### config.mk
export PLATFORM = sky130hd
export DESIGN_NAME = wkr_frame_rx
export DESIGN_NICKNAME = d
export VERILOG_FILES = /design/src/logic/wkr_pkg.sv /design/src/logic/wkr_frame_rx.sv /design/src/logic/wkr_chip_sampler.sv
export VERILOG_INCLUDE_DIRS = /design/src /design/src/logic
export SDC_FILE = /design/constraint.sdc
export NUM_CORES = 1
export LEC_CHECK = 0
export BUFFER_PORTS_ARGS = -buffer_cell sky130_fd_sc_hd__clkbuf_2
export CORE_ASPECT_RATIO = 1.4
export CORE_MARGIN = 2
export CORE_UTILIZATION = 54
export DETAILED_ROUTE_END_ITERATION = 6
export HOLD_SLACK_MARGIN = 0.08
export PLACE_DENSITY = 0.78
export SLEW_MARGIN = 0
export SYNTH_ARGS = -nofsm -noshare
export SYNTH_HDL_FRONTEND = slang
export SYNTH_SLANG_ARGS = --single-unit
export TNS_END_PERCENT = 50
### constraint.sdc
create_clock -name core_clk -period 2.1 [get_ports core_clk]
set_input_delay 0.21 -clock core_clk [delete_from_list [all_inputs] [get_ports core_clk]]
set_output_delay 0.21 -clock core_clk [all_outputs]
set_load 0.05 [all_outputs]
### src/logic/wkr_params.svh
/*
   Constants of the wake radio receiver: rates, frame layout, CRC setup,
   and state field widths.
   Assumes it is included by bare name from the wkr package and modules.
*/
`ifndef WKR_PARAMS_SVH
`define WKR_PARAMS_SVH

// ----------------------------------------------------------------------
// Clock and air rates
// ----------------------------------------------------------------------
`define WKR_CLK_HZ        40000000
`define WKR_BIT_RATE_HZ   1000
`define WKR_CHIP_RATE_HZ  (2 * `WKR_BIT_RATE_HZ)

// ----------------------------------------------------------------------
// Frame layout
// ----------------------------------------------------------------------
`define WKR_PREAMBLE_BITS 40
`define WKR_SYNC_WORD     8'h99
// Sync word 1001_1001 after line coding, high-low for one, low-high for zero
`define WKR_SYNC_CHIPS    16'h9696
`define WKR_PAYLOAD_BITS  56
`define WKR_CRC_BITS      16
`define WKR_FRAME_BITS    (`WKR_PAYLOAD_BITS + `WKR_CRC_BITS)
`define WKR_MIN_LOCK_BITS 32

// ----------------------------------------------------------------------
// CRC setup
// ----------------------------------------------------------------------
`define WKR_CRC_POLY      16'h1021
`define WKR_CRC_INIT      16'hFFFF

// ----------------------------------------------------------------------
// State field widths and limits
// ----------------------------------------------------------------------
`define WKR_CNT_W         16
`define WKR_BITCNT_W      7
`define WKR_ALT_W         8
`define WKR_ALT_MAX       8'hFF
`define WKR_LOCK_W        5
`define WKR_LOCK_WINDOW   5'h10
`define WKR_UNLOCKED      5'h1F

`endif

### src/logic/wkr_pkg.sv
/*
   Types and helper functions of the wake radio receiver.
   Assumes wkr_params.svh is on the include path.
*/
`default_nettype none
package wkr_pkg;
`include "wkr_params.svh"

   // -------------------------------------------------------------------
   // Types
   // -------------------------------------------------------------------
   typedef logic [`WKR_PAYLOAD_BITS-1:0] wkr_payload_t;
   typedef logic [`WKR_CRC_BITS-1:0]     wkr_crc_t;

   typedef enum logic [0:0] {
      WKR_HUNT,
      WKR_PAYLOAD
   } wkr_state_e;

   // Chip sampler state
   typedef struct packed {
      logic                  sync1;
      logic                  sync2;
      logic                  prev;
      logic [`WKR_CNT_W-1:0] cnt;
      logic                  chip_valid;
      logic                  chip_val;
   } wkr_smp_s;

   // Frame receiver state
   typedef struct packed {
      wkr_state_e               state;
      logic [15:0]              chip_sr;
      logic [`WKR_ALT_W-1:0]    alt_cnt;
      logic [`WKR_LOCK_W-1:0]   since_lock;
      logic                     phase;
      logic                     first_chip;
      logic [`WKR_BITCNT_W-1:0] bit_cnt;
      wkr_payload_t             acc;
      wkr_crc_t                 crc;
      wkr_crc_t                 rx_crc;
      wkr_payload_t             payload;
      logic                     flag;
      logic                     wake;
      logic                     err;
   } wkr_rx_s;

   // -------------------------------------------------------------------
   // Functions
   // -------------------------------------------------------------------
   // One bit of a shift-left CRC, data fed MSB first
   function automatic wkr_crc_t wkr_crc_step(input wkr_crc_t crc,
                                             input logic     din,
                                             input wkr_crc_t poly);
      wkr_crc_t sh;
      sh = {crc[`WKR_CRC_BITS-2:0], 1'b0};
      return (crc[`WKR_CRC_BITS-1] ^ din) ? (sh ^ poly) : sh;
   endfunction

endpackage
`default_nettype wire

### src/logic/wkr_frame_rx.sv
/*
   Wake radio receiver frame detector: line decoding, preamble lock,
   sync word hunt, payload and CRC collection, wake request.
   Assumes core_clk is the always-on slow clock and that the low-power
   state indication and flag clear come from logic on that clock.
*/
// What this block does
// - Decode on-off-keyed Manchester chips, Thomas polarity
// - Default 1 kbit/s bits, 2 kbit/s chips
// - Lock bit timing on long zero preamble
// - Exact 0x99 sync word before payload
// - Collect exactly 56 payload bits
// - Check 16-bit CRC over payload only
// - Runs on the always-on slow clock
// - Valid frame in deep sleep wakes chip
// - Keeps running in deep sleep when enabled
`timescale 1ns/1ps
`default_nettype none
`include "wkr_params.svh"
module wkr_frame_rx #(
   // chip period from the slow clock rate
   parameter int          CHIP_CYCLES   = `WKR_CLK_HZ / `WKR_CHIP_RATE_HZ,
   parameter int          MIN_LOCK_BITS = `WKR_MIN_LOCK_BITS,
   parameter logic [15:0] CRC_POLY      = `WKR_CRC_POLY,
   parameter logic [15:0] CRC_INIT      = `WKR_CRC_INIT
) (
   input  wire logic         core_clk,
   input  wire logic         rst_n,
   input  wire logic         ook_data,
   input  wire logic         rx_enable,
   input  wire logic         deep_sleep,
   input  wire logic         flag_clear,
   output logic              wake_req,
   output logic              frame_flag,
   output logic              crc_error,
   output logic              rx_active,
   output wkr_pkg::wkr_payload_t payload
);
   import wkr_pkg::*;

   localparam logic [`WKR_ALT_W-1:0] LOCK_ALT =
      `WKR_ALT_W'(2 * MIN_LOCK_BITS - 1);
   localparam logic [`WKR_BITCNT_W-1:0] PAY_BITS =
      `WKR_BITCNT_W'(`WKR_PAYLOAD_BITS);
   localparam logic [`WKR_BITCNT_W-1:0] LAST_BIT =
      `WKR_BITCNT_W'(`WKR_FRAME_BITS - 1);

   wkr_rx_s r_reg;
   wkr_rx_s r_next;
   logic    chip_valid;
   logic    chip_value;
   logic    bit_val;
   logic    sync_hit;
   wkr_crc_t rx_crc_full;

   // ------------------------------------------------------------------
   // Chip recovery
   // ------------------------------------------------------------------
   // Mid-chip samples of the synchronised stream
   wkr_chip_sampler #(
      .CHIP_CYCLES (CHIP_CYCLES)
   ) u_sampler (
      .core_clk   (core_clk),
      .rst_n      (rst_n),
      .ook_data   (ook_data),
      .rx_enable  (rx_enable),
      .chip_valid (chip_valid),
      .chip_value (chip_value)
   );

   // ------------------------------------------------------------------
   // Frame state machine
   // ------------------------------------------------------------------
   // Hunt for preamble and sync, then decode chip pairs into bits
   always_comb begin
      r_next = r_reg;
      r_next.wake = 1'b0;
      r_next.err = 1'b0;
      bit_val = r_reg.first_chip;
      // exact sync chip pattern after lock
      sync_hit = {r_reg.chip_sr[14:0], chip_value} == `WKR_SYNC_CHIPS &&
                 r_reg.since_lock <= `WKR_LOCK_WINDOW;
      rx_crc_full = {r_reg.rx_crc[`WKR_CRC_BITS-2:0], bit_val};
      // Software clear first so a new frame in the same cycle wins
      if (flag_clear) begin
         r_next.flag = 1'b0;
      end
      if (!rx_enable) begin
         r_next.state = WKR_HUNT;
         r_next.alt_cnt = '0;
         r_next.since_lock = `WKR_UNLOCKED;
         r_next.phase = 1'b0;
      end else if (chip_valid) begin
         case (r_reg.state)
            WKR_HUNT: begin
               r_next.chip_sr = {r_reg.chip_sr[14:0], chip_value};
               // count alternating chips of the zero preamble
               if (chip_value != r_reg.chip_sr[0]) begin
                  if (r_reg.alt_cnt != `WKR_ALT_MAX) begin
                     r_next.alt_cnt = r_reg.alt_cnt + 1'b1;
                  end
               end else begin
                  r_next.alt_cnt = '0;
               end
               if (r_reg.alt_cnt >= LOCK_ALT) begin
                  r_next.since_lock = '0;
               end else if (r_reg.since_lock != `WKR_UNLOCKED) begin
                  r_next.since_lock = r_reg.since_lock + 1'b1;
               end
               if (sync_hit) begin
                  r_next.state = WKR_PAYLOAD;
                  r_next.phase = 1'b0;
                  r_next.bit_cnt = '0;
                  r_next.crc = CRC_INIT;
               end
            end
            WKR_PAYLOAD: begin
               if (!r_reg.phase) begin
                  r_next.phase = 1'b1;
                  r_next.first_chip = chip_value;
               end else begin
                  r_next.phase = 1'b0;
                  // equal chip pair is a line code violation
                  if (r_reg.first_chip == chip_value) begin
                     r_next.state = WKR_HUNT;
                     r_next.alt_cnt = '0;
                     r_next.since_lock = `WKR_UNLOCKED;
                  end else begin
                     r_next.bit_cnt = r_reg.bit_cnt + 1'b1;
                     if (r_reg.bit_cnt < PAY_BITS) begin
                        r_next.acc = {r_reg.acc[`WKR_PAYLOAD_BITS-2:0],
                                      bit_val};
                        r_next.crc = wkr_crc_step(r_reg.crc, bit_val,
                                                  CRC_POLY);
                     end else begin
                        r_next.rx_crc = rx_crc_full;
                     end
                     if (r_reg.bit_cnt == LAST_BIT) begin
                        r_next.state = WKR_HUNT;
                        r_next.alt_cnt = '0;
                        r_next.since_lock = `WKR_UNLOCKED;
                        if (rx_crc_full == r_reg.crc) begin
                           r_next.payload = r_reg.acc;
                           r_next.flag = 1'b1;
                           r_next.wake = deep_sleep;
                        end else begin
                           r_next.err = 1'b1;
                        end
                     end
                  end
               end
            end
            default: begin
               r_next.state = WKR_HUNT;
            end
         endcase
      end
   end

   // State register
   always_ff @(posedge core_clk or negedge rst_n) begin
      if (!rst_n) begin
         r_reg <= '0;
         // no lock until a preamble is seen
         r_reg.since_lock <= `WKR_UNLOCKED;
      end else begin
         r_reg <= r_next;
      end
   end

   // ------------------------------------------------------------------
   // Outputs
   // ------------------------------------------------------------------
   // All straight from state flops
   assign wake_req = r_reg.wake;
   assign frame_flag = r_reg.flag;
   assign crc_error = r_reg.err;
   assign rx_active = r_reg.state == WKR_PAYLOAD;
   assign payload = r_reg.payload;
endmodule
`default_nettype wire

### src/logic/wkr_chip_sampler.sv
/*
   Chip sampler: synchronises the demodulated on-off-keyed stream and
   samples it at mid-chip, retiming its chip counter on every edge.
   Assumes the stream arrives asynchronous to core_clk.
*/
`timescale 1ns/1ps
`default_nettype none
`include "wkr_params.svh"
module wkr_chip_sampler #(
   parameter int CHIP_CYCLES = `WKR_CLK_HZ / `WKR_CHIP_RATE_HZ
) (
   input  wire logic core_clk,
   input  wire logic rst_n,
   input  wire logic ook_data,
   input  wire logic rx_enable,
   output logic      chip_valid,
   output logic      chip_value
);
   import wkr_pkg::*;

   localparam logic [`WKR_CNT_W-1:0] HALF = `WKR_CNT_W'(CHIP_CYCLES / 2);
   localparam logic [`WKR_CNT_W-1:0] LAST = `WKR_CNT_W'(CHIP_CYCLES - 1);

   wkr_smp_s s_reg;
   wkr_smp_s s_next;
   logic     edge_seen;

   // ------------------------------------------------------------------
   // Next state
   // ------------------------------------------------------------------
   // Two-stage synchroniser, edge retiming and mid-chip sample
   always_comb begin
      s_next = s_reg;
      s_next.sync1 = ook_data;
      s_next.sync2 = s_reg.sync1;
      s_next.prev = s_reg.sync2;
      s_next.chip_valid = 1'b0;
      edge_seen = s_reg.sync2 != s_reg.prev;
      if (!rx_enable) begin
         s_next.cnt = '0;
      end else if (edge_seen || s_reg.cnt == LAST) begin
         s_next.cnt = '0;
      end else begin
         s_next.cnt = s_reg.cnt + 1'b1;
      end
      if (rx_enable && !edge_seen && s_reg.cnt == HALF) begin
         s_next.chip_valid = 1'b1;
         s_next.chip_val = s_reg.sync2;
      end
   end

   // State register
   always_ff @(posedge core_clk or negedge rst_n) begin
      if (!rst_n) begin
         s_reg <= '0;
      end else begin
         s_reg <= s_next;
      end
   end

   assign chip_valid = s_reg.chip_valid;
   assign chip_value = s_reg.chip_val;
endmodule
`default_nettype wire

==> summary.md, run 1 <==
| Metric | Value |
|---|---|
| Max-cap violations | `0` |
| Most frequent cells in the layout | `dfrtp_1 (199), mux2_2 (99), clkbuf_2 (64)` |
| Nature of the critical path startpoint | `register` |
| Crit Path Class | `register to register` |
| Worst-Margin Slew | `around 0.61 ns` |
| Post-synthesis sequential area ratio | `approximately 55%` |
| H-tree levels | `1` |
| Final hold slack | `~0.11 ns` |
| Nature of the critical path endpoint | `register` |
| Clock buffer depth | `3` |
| Required @ worst endpoint | `2.45 ns` |
| DR iter-0 viols | `416` |
| Residual DRC | `0` |
| Clock tree root buffer cell | `clkbuf_16` |
| EDFF count, synth | `0` |
| RePlAce Congestion | `roughly 0.79` |
| Synthesized area | `approximately 9300 µm²` |
| Area growth syn-to-layout | `11.88%` |
| DR vias/cell | `about 5.7` |
| Clock sinks | `205` |
| Via Count | `5,447` |
| DRT Pass-1 Iters | `4` |
| Cell row count | `56` |
| Chip height | `159.1 µm` |
| # diodes | `0` |
| Largest cells by area after synthesis | `dfrtp_1 (54%), mux2_2 (12%), mux2_4 (6.3%), buf_4 (4.6%), xnor2_1 (2.4%)` |
| Port bufs | `65` |
| Min-Delay Path Class | `input port to register` |
| Inst Count DP | `911` |
| Initial Util | `a little under three fifths` |
| Critical Path AT | `about 2.4 ns` |
| Routed length per instance | `approximately 18 µm` |
| Slew Limit Fails | `0` |
| DRT Wirelength | `between 15,000 and 20,000 µm` |
| CTS tree | `done` |
| Clk Latency, worst-skew pair | `around 0.49 ns` |
| Final std cells w/o fill | `around 950` |
| All-Layer GR Usage | `18.46%` |
| Unrepaired setup endpoints after global routing | `true` |
| Mapped Avg Cell Area | `approximately 13 µm²` |
| Dominant cell type by area after synthesis | `dfrtp_1` |
| Crit path max fanout | `just under 60` |
| YS warnings | `0` |
| Most common cell after layout, fill and taps aside | `dfrtp_1` |
| Outcome | `finished, final reports clean` |
| Top_reg_cell synth | `dfrtp_1` |
| Share of Yosys cell area claimed by the top area cell type | `a little over half` |
| Post-Syn Instances | `702` |
| Min Tclk post-route | `2.081 ns` |
| Io pins | `66` |
| Fraction of layout cells with a size suffix above 1 | `38.93%` |
| Total CTS buffers | `20` |
| CTS clk-pin slew, worst paths | `approximately 0.07 ns` |
| Max Fclk | `around 0.48 GHz` |
| Total grt overflow | `0` |
| Peak supply drop | `~0.0005 V` |
| Post-synth ARST share | `100.0%` |
| Period utilisation layout | `between 90% and 100%` |
| Final core occ | `61.76%` |
| Fillers | `1,249` |
| Slew HR | `between 50 and 60%` |
| Setup violations, final | `0` |
| #FFs+latches synth | `205` |
| Max FFs per register | `between 100 and 150` |
| Routed Antenna Nets | `0` |
| DIE WIDTH | `between 100 and 150 µm` |
| Ratio of total power to cell area | `768.1 nW/µm²` |
| Initial antenna violation count | `0` |
| Unique cell type count in the Yosys netlist | `between 60 and 70` |
| Core area | `roughly 17,000 µm²` |
| Final Hold Viols | `0` |
| Syn Nets | `between 700 and 800` |
| Final nets | `approximately 750` |
| Die area | `about 18,000 µm²` |
| Largest net degree at the start of global routing | `74` |
| Leakage | `roughly 5.3 nW` |
| Dpl hpwl | `11,180 µm` |
| Vias in the first global route | `slightly below 6,000` |
| First-pass GRT wire length | `28,070 µm` |
| Clk_skew | `~0.021 ns` |
## cell families after synthesis
logic type | after synthesis | synth area share, %
xor+xnor | 33 | 3.195
mux | 146 | 19.29
buf+inv | 96 | 6.982
flops | 205 | 55.33
compound gates | 68 | 5.527
simple gates | 146 | 8.600
fa+ha+maj | 8 | 1.078
## Yosys cell counts, types with 6 or more instances
cell type  count
nor3_1         9
o21ai_0       15
nand2_1       36
buf_2         11
mux2_4        39
mux2_2        99
mux2_1         8
nor2_1        31
and3_1        11
inv_1         13
nand4_1       11
xor2_1         7
ha_1           8
a21oi_1        6
a2bb2oi_1     15
nand3_1       13
buf_6          8
buf_4         57
dfrtp_1      200
xnor2_1       25
clkbuf_1       7
## critical path, stage by stage (launching register included)
cell      delay [ns]
dfrtp_1         0.44
xnor2_1         0.22
nand4_1         0.17
nor4_4          0.36
nand3b_2        0.14
buf_12          0.24
mux2_1          0.35
## metrics by stage
| stage | setup slack [ns] | setup TNS, ns | power (W) | area, µm² |
|---|---|---|---|---|
| 2_1_floorplan | 0.05460 | 0 | 0.004233 | 9284 |
| 3_3_place_gp | 0.04132 | 0 | 0.004348 | 9530 |
| 3_5_place_dp | 0.003430 | 0 | 0.004375 | 9530 |
| 4_1_cts | 0.03016 | 0 | 0.008048 | 10280 |
| 5_1_grt | -0.07081 | -1.507 | 0.008261 | 10390 |
| 6_report | 0.01888 | 0 | 0.007977 | 10390 |
## power by group
group          switching (W)  internal (W)  total [W]
Sequential         0.0000453       0.00401    0.00406
Clock                0.00144       0.00221    0.00365
Combinational       0.000170     0.0000964   0.000267
Total                0.00166       0.00632    0.00798
## layout make-up
type,instances,area (µm²),share of cell area (%)
flip-flops and latches,205,5137,49.47
inverters,13,48.80,0.4699
well taps,203,254.0,2.446
multi-input cells,401,3585,34.52
clock buffers,27,588.1,5.663
repair buffers,97,676.9,6.518
clock inverters,7,95.09,0.9157
## layer usage
metal | vias to the layer above | share of wire (%) | routed length, µm | global-route usage [%]
met3 | 26 | 3.9 | 651 | 2.589
met1 | 2809 | 40 | 6765 | 22.71
met2 | 121 | 54 | 9164 | 33.70
met4 | 0 | 1.6 | 272 | 4.819
li1 | 2491 | - | - | -
met5 | - | 0 | 0 | 0
## what timing repair did
| item | in CTS | in global routing |
|---|---|---|
| resized for setup | 1 | 11 |
| buffers inserted | 2 | 1 |
| cloned | 0 | 1 |
| hold buffers | 4 | 0 |
| endpoints found under the setup margin | 16 | 69 |
| pin swaps | 2 | 3 |
| hold endpoints to repair | 71 | 0 |
## worst paths after layout
check	from	slack (ns)	depth (start not counted)	end
worst max-delay path	r_reg[90]	0.02	6	payload[33]
worst min-delay path	rx_enable	0.11	2	rx_active
worst max register to register	r_reg[90]	0.02	6	payload[33]
worst min register to register	u_sampler.s_next[19]	0.35	0	u_sampler.s_next[18]
max in group asynchronous	rst_n	1.02	3	r_reg[177]
min in group asynchronous	rst_n	0.31	2	payload[46]
Power figures use the tool's default switching activity.
==> inputs of run 2 (changes only) <==
- RECOVER_POWER: default -> 100
- clock period: 2.1 -> 1.65 ns (I/O delays scaled with it)
==> run 2 against run 1 <==
Against the previous run: maximum frequency decreased by 1.6%; the run now ends with negative setup slack left; sequential power grew 27%; combinational power up 96%; die area did not move; clock power up 49%.
==> summary.md, run 2 (synthesized netlist as in run 1, its figures left out) <==
| Metric | Value |
|---|---|
| Min-Delay Path Depth | `2 (unchanged)` |
| Nature of the critical path endpoint | `register` |
| Slew Limit Fails | `0 (unchanged)` |
| Hold_sp | `rx_enable` |
| Most frequent cells in the layout | `dfrtp_1 (200), mux2_2 (99), buf_4 (87)` |
| Peak supply drop | `0.0006858 V (+36%)` |
| Cell row count | `56 (unchanged)` |
| Worst Reg-to-Reg Cells | `8 (+2)` |
| Failing checks | `negative setup slack` |
| Total grt overflow | `0 (unchanged)` |
| Largest net degree at the start of global routing | `50 (-32%)` |
| Clock tree root buffer cell | `clkbuf_16` |
| Final setup margin | `-0.4658 ns (-0.4847 ns)` |
| Outcome | `complete, but fails checks` |
| All-Layer GR Usage | `21.38% (+2.9 points)` |
| Via Count | `5,882 (+8.0%)` |
| Final Hold Viols | `0 (unchanged)` |
| Area growth syn-to-layout | `24.96%` |
| Routed length per instance | `19.66 µm (+11%)` |
| Initial Util | `55.20% (unchanged)` |
| Core area | `16,820 µm² (unchanged)` |
| Crit path max fanout | `7 (-88%)` |
| Critical Path AT | `2.50 ns (+0.07 ns)` |
| Worst-Margin Slew | `1.115 ns (+0.5068 ns)` |
| H-tree levels | `1 (unchanged)` |
| Min-Delay Path Class | `input port to register` |
| Period utilisation layout | `128.2% (+29 points)` |
| Max-cap violations | `0 (unchanged)` |
| RePlAce Congestion | `0.7904 (-0.11%)` |
| DR iter-0 viols | `274 (-34%)` |
| Fraction of layout cells with a size suffix above 1 | `46.07% (+7.1 points)` |
| Die area | `18,270 µm² (unchanged)` |
| Unrepaired setup endpoints after global routing | `true` |
| Clock buffer depth | `3 (unchanged)` |
| Reg2reg end | `payload[2]` |
| Setup violations, final | `179 (+179)` |
| Sw frac | `20.90% (+0.14 points)` |
| Clk pwr share | `49.0% (+3.2 points)` |
| CTS tree | `done` |
| Slew HR | `25.70% (-34 points)` |
| Residual DRC | `0 (unchanged)` |
| Vias in the first global route | `6,302 (+9.2%)` |
| Max Fclk | `0.4726 GHz (-1.6%)` |
| Clk Latency, worst-skew pair | `0.51 ns (+0.02 ns)` |
| Final instance area | `11,600 µm² (+12%)` |
| Dpl hpwl | `11,700 µm (+4.6%)` |
| Chip height | `159.1 µm (unchanged)` |
| Clock sinks | `205 (unchanged)` |
| Gate power share | `4.7% (+1.4 points)` |
| DRT Pass-1 Iters | `4 (unchanged)` |
| R2r startpoint | `r_reg[65]` |
| DIE WIDTH | `114.8 µm (unchanged)` |
| Total CTS buffers | `21 (+5.0%)` |
| Routed Antenna Nets | `0 (unchanged)` |
| Switch Pwr | `0.002321 W (+40%)` |
| First-pass GRT wire length | `31,850 µm (+13%)` |
| Initial antenna violation count | `0 (unchanged)` |
| Setup_tns | `-39.13 ns (-39.13 ns)` |
| Flop2flop setup slack | `-0.47 ns (-0.48 ns)` |
| Reg power frac | `46.3% (-4.5 points)` |
| DRT Wirelength | `20,510 µm (+22%)` |
| # diodes | `0 (unchanged)` |
| Area after DPL | `10,100 µm² (+5.9%)` |
| Port bufs | `65 (unchanged)` |
| Min Tclk post-route | `2.116 ns (+0.03469 ns)` |
| Worst Hold Endpoint | `rx_active` |
| Final nets | `840 (+12%)` |
| Io pins | `66 (unchanged)` |
| DR vias/cell | `5.640 (-1.3%)` |
| Most common cell after layout, fill and taps aside | `dfrtp_1` |
| Ratio of total power to cell area | `957.5 nW/µm² (+25%)` |
| Final Total Pwr | `0.01111 W (+39%)` |
| Clk_skew | `0.01768 ns (-0.003468 ns)` |
| CTS clk-pin slew, worst paths | `0.06 ns (about the same)` |
| Required @ worst endpoint | `2.03 ns (-0.42 ns)` |
| Nature of the critical path startpoint | `register` |
| Max FFs per register | `123 (unchanged)` |
| Crit Path Class | `register to register` |
| Leakage | `5.799 nW (+9.2%)` |
| P_int | `0.008786 W (+39%)` |
run 2: cell count changes in the layout (fill, tap and decap cells not counted), sizes merged:
cell,previous run,this run
bufinv,2,6
clkbuf,93,92
buf,27,113
clkinv,3,4
run 2: worst max path at each step:
stage,from,to,slack (ns),depth (start not counted)
finish,r_reg[65],payload[2],-0.47,8
global placement,r_reg[171],r_reg[77],-0.33,7
detailed placement,r_reg[83],payload[30],-0.36,7
floorplan,r_reg[150],r_reg[163],-0.27,6
global route,r_reg[65],payload[2],-0.53,8
CTS,r_reg[83],payload[6],-0.39,7
run 2: final cells by class:
class	count	area, µm²
multi-input cells	401	3905
clock inverters	12	224.0
inverters	13	48.80
fillers	1113	5216
repair buffers	184	1451
clock buffers	25	580.6
well taps	203	254.0
flip-flops and latches	205	5136
run 2: repair_timing:
| action | CTS | global route |
|---|---|---|
| hold endpoints to repair | 203 | 0 |
| hold buffers | 4 | 0 |
| setup endpoints to repair | 185 | 185 |
| pin swaps | 25 | 18 |
| gates resized for setup | 66 | 38 |
| buffers inserted | 7 | 10 |
| gates cloned | 4 | 2 |
run 2: metrics by stage:
stage	util (%)	hold WS (ns)	cells	setup WS, ns
after floorplan	-	-0.1306	702	-0.2728
after CTS	67.84	0.09495	1031	-0.3889
final	68.98	0.1081	1043	-0.4658
after global routing	68.98	0.1134	1043	-0.5315
after global placement	60.04	0.1241	979	-0.3343
after detailed placement	60.04	0.1276	979	-0.3608
run 2: power groups by stage:
stage | Sequential, W | Combinational (W) | Clock [W]
after global routing | 0.00515 | 0.000585 | 0.00572
after CTS | 0.00514 | 0.000518 | 0.00551
after floorplan | 0.00523 | 0.000156 | 0
after global placement | 0.00522 | 0.000394 | 0
final | 0.00514 | 0.000522 | 0.00544
after detailed placement | 0.00523 | 0.000431 | 0
run 2: routing by layer:
metal | share of wire, % | up-vias | track usage (%) | wire length [µm]
met5 | 0 | - | 0 | 0
met4 | 2.4 | 0 | 6.517 | 490
met3 | 3.1 | 43 | 2.550 | 636
met2 | 57 | 131 | 40.99 | 11690
met1 | 37 | 3054 | 24.29 | 7688
li1 | - | 2654 | - | -
run 2: worst max-delay path, cell delays in order (launching register included):
cell and delay, ns:
dfrtp_1 0.41, xnor2_2 0.22, nand4_1 0.15, nor4_2 0.30, buf_4 0.18, nand3b_4 0.11, buf_12 0.16, clkbuf_16 0.16
mux2_2 0.29
==> inputs of run 3 (changes only) <==
- CORE_UTILIZATION: 54 -> 55
- PLACE_DENSITY: 0.78 -> 0.8
- SYNTH_HIERARCHICAL: default -> 1
==> run 3 against run 2 <==
Against the previous run: largest cell class unchanged; sequential share of layout area fell by 1.1 points; setup slack got worse by 0.068 ns; the run still ends with negative setup slack left; synthesized cell count rose by 4.7%; total power fell by 4.9%; critical path depth fell by 2; count of clock-buffer cells in the layout rose by 4; first-iteration DRC count rose by 36%; critical path type unchanged; global-route usage rose by 0.76 points; core utilization rose by 2.0 points.
==> summary.md, run 3 <==
| Metric | Value |
|---|---|
| Outcome | `complete, but fails checks` |
| Failing checks | `negative setup slack` |
| Required @ worst endpoint | `2.03 ns (about the same)` |
| Critical Path AT | `2.57 ns (+0.07 ns)` |
| # diodes | `0 (unchanged)` |
| Crit Path Class | `register to register` |
| Max-cap violations | `0 (unchanged)` |
| Final Hold Viols | `0 (unchanged)` |
| Commonest cells in the netlist | `dfrtp_1 (200), mux2_2 (120), buf_4 (59)` |
| Syn Nets | `749 (+4.6%)` |
| Unrepaired setup endpoints after global routing | `true` |
| Clk Latency, worst-skew pair | `0.52 ns (about the same)` |
| Post-synth ARST share | `100.0% (unchanged)` |
| Nature of the critical path endpoint | `register` |
| P_int | `0.008226 W (-6.4%)` |
| Max FFs per register | `123 (unchanged)` |
| Reg power frac | `48.6% (+2.3 points)` |
| H-tree levels | `1 (unchanged)` |
| Clock buffer depth | `3 (unchanged)` |
| #FFs+latches synth | `205 (unchanged)` |
| Share of Yosys cell area claimed by the top area cell type | `53.28% (-0.63 points)` |
| Chip height | `158.6 µm (-0.32%)` |
| Die area | `18,150 µm² (-0.64%)` |
| Total grt overflow | `0 (unchanged)` |
| EDFF count, synth | `0 (unchanged)` |
| Min Tclk post-route | `2.184 ns (+0.06808 ns)` |
| DR iter-0 viols | `373 (+36%)` |
| Area growth syn-to-layout | `26.51%` |
| Clock tree root buffer cell | `clkbuf_16` |
| Setup violations, final | `167 (-6.7%)` |
| Slew Limit Fails | `0 (unchanged)` |
| Max Fclk | `0.4579 GHz (-3.1%)` |
| Clock sinks | `205 (unchanged)` |
| RePlAce Congestion | `0.8611 (+8.9%)` |
| Final setup margin | `-0.5339 ns (-0.06808 ns)` |
| Clk pwr share | `46.1% (-2.9 points)` |
| Leakage | `5.628 nW (-2.9%)` |
| Initial antenna violation count | `0 (unchanged)` |
| Final instance area | `11,880 µm² (+2.4%)` |
| YS warnings | `6 (+6)` |
| Min-Delay Path Class | `input port to register` |
| Mapped Avg Cell Area | `12.78 µm² (-3.4%)` |
| All-Layer GR Usage | `22.14% (+0.76 points)` |
| Flop2flop setup slack | `-0.53 ns (-0.07 ns)` |
| Sw frac | `22.14% (+1.2 points)` |
| Count leader, synth | `dfrtp_1` |
| Most frequent cells in the layout | `dfrtp_1 (200), mux2_2 (118), buf_4 (84)` |
| Clk_skew | `0.02251 ns (+0.004831 ns)` |
| Dominant cell type by area after synthesis | `dfrtp_1` |
| Via Count | `6,380 (+8.5%)` |
| Slew HR | `16.88% (-8.8 points)` |
| Routed length per instance | `21.50 µm (+9.4%)` |
| Residual DRC | `0 (unchanged)` |
| Largest cells by area after synthesis | `dfrtp_1 (53%), mux2_2 (14%), buf_4 (4.7%), mux2_4 (2.9%), xnor2_1 (2.5%)` |
| Most common cell after layout, fill and taps aside | `dfrtp_1` |
| Core area | `16,750 µm² (-0.42%)` |
| First-pass GRT wire length | `32,490 µm (+2.0%)` |
| Nature of the critical path startpoint | `register` |
| Total CTS buffers | `20 (-4.8%)` |
| CTS tree | `done` |
| Post-synthesis sequential area ratio | `54.68% (-0.65 points)` |
| Cell row count | `56 (unchanged)` |
| Post-Place Setup Slack | `-0.4162 ns (-0.05537 ns)` |
| Initial Util | `56.09% (+0.89 points)` |
| Period utilisation layout | `132.4% (+4.1 points)` |
| Setup_tns | `-44.87 ns (-5.741 ns)` |
| Routed Antenna Nets | `0 (unchanged)` |
| Largest net degree at the start of global routing | `46 (-8.0%)` |
| CTS clk-pin slew, worst paths | `0.07 ns (about the same)` |
| R2r startpoint | `r_reg[82]` |
| Io pins | `66 (unchanged)` |
| Top_reg_cell synth | `dfrtp_1` |
| Reg2reg end | `payload[5]` |
| Synthesized area | `9393 µm² (+1.2%)` |
| Worst-Margin Slew | `1.247 ns (+0.1323 ns)` |
| Peak supply drop | `0.0005585 V (-19%)` |
| Unique cell type count in the Yosys netlist | `51 (-19%)` |
| Final nets | `867 (+3.2%)` |
| Critical Path Source | `r_reg[82]` |
| DR vias/cell | `5.963 (+5.7%)` |
| Area after DPL | `10,150 µm² (+0.57%)` |
| Port bufs | `65 (unchanged)` |
| Worst Reg-to-Reg Cells | `6 (-2)` |
| Vias in the first global route | `6,560 (+4.1%)` |
| DIE WIDTH | `114.4 µm (-0.32%)` |
| DRT Pass-1 Iters | `4 (unchanged)` |
| DRT Wirelength | `23,010 µm (+12%)` |
| Post-Syn Instances | `735 (+4.7%)` |
| Crit path max fanout | `29 (+22)` |
| Dpl hpwl | `12,110 µm (+3.5%)` |
| Switch Pwr | `0.002339 W (+0.74%)` |
| Fraction of layout cells with a size suffix above 1 | `45.21% (-0.86 points)` |
| Gate power share | `5.3% (+0.6 points)` |
| CP endpoint | `payload[5]` |
| Ratio of total power to cell area | `889.1 nW/µm² (-7.1%)` |
-- run 3: repair_timing --
action,in CTS,in global routing
endpoints found under the setup margin,169,184
cloned,1,6
resized for setup,51,103
endpoints found under the hold margin,203,0
hold buffers,4,0
pin swaps,14,20
buffers inserted,6,13
-- run 3: through the flow --
stage                     hold WS [ns]  util (%)  std cells  power [W]
after CTS                      0.09096     66.83       1054    0.01047
final                          0.08284     70.96       1070    0.01056
after global routing            0.1053     70.96       1070    0.01087
after global placement          0.1325     60.64       1008   0.005659
after detailed placement        0.1374     60.64       1008   0.005681
after floorplan                -0.1306         -        735   0.005418
-- run 3: metal layers --
layer,vias to the layer above,track usage [%],share of wire (%)
met3,92,2.703,4.7
met4,0,7.607,5.1
met5,-,0,0
met2,239,41.76,53
met1,3265,25.74,38
li1,2784,-,-
-- run 3: cell type report --
type,count,area [µm²]
timing repair buffer,189,1441
multi-input combinational,422,4305
clock inverter,7,123.9
tap,203,254.0
inverter,15,56.30
sequential,205,5136
clock buffer,29,565.5
fill,996,4863
-- run 3: logic make-up (layout without fill, tap and decap cells) --
| group | count (synthesis) | count (layout) | synth area share (%) |
|---|---|---|---|
| adders and majority gates | 8 | 8 | 1.066 |
| DFF | 205 | 205 | 54.68 |
| buffers and inverters | 108 | 240 | 7.526 |
| muxes | 144 | 144 | 17.97 |
| and+or+nand+nor | 151 | 151 | 9.325 |
| xor gates and xnor gates | 42 | 42 | 3.916 |
| AOI/OAI and AO/OA | 77 | 77 | 5.515 |
-- run 3: worst min path at each step --
stage / start / end / slack [ns] / depth (start not counted)
after floorplan: rst_n / bit_val / -0.13 / 0
after global placement: rst_n / payload[37] / 0.13 / 1
after detailed placement: rst_n / payload[36] / 0.14 / 1
after CTS: rx_enable / rx_active / 0.09 / 3
after global routing: rx_enable / rx_active / 0.11 / 3
final: rx_enable / u_sampler/s_reg[4] / 0.08 / 4
-- run 3: power groups by stage --
stage / Clock, W / Combinational, W / Sequential [W]
after global routing: 0.00511 / 0.000620 / 0.00514
after CTS: 0.00483 / 0.000509 / 0.00513
after floorplan: 0 / 0.000187 / 0.00523
final: 0.00487 / 0.000556 / 0.00514
after global placement: 0 / 0.000432 / 0.00523
after detailed placement: 0 / 0.000452 / 0.00523
-- run 3: worst max-delay path, stage by stage (launching register included) --
cell	delay, ns
dfrtp_1	0.42
xnor2_1	0.18
nand4_1	0.24
nor4_4	0.45
nand3_4	0.21
buf_12	0.23
mux2_2	0.31
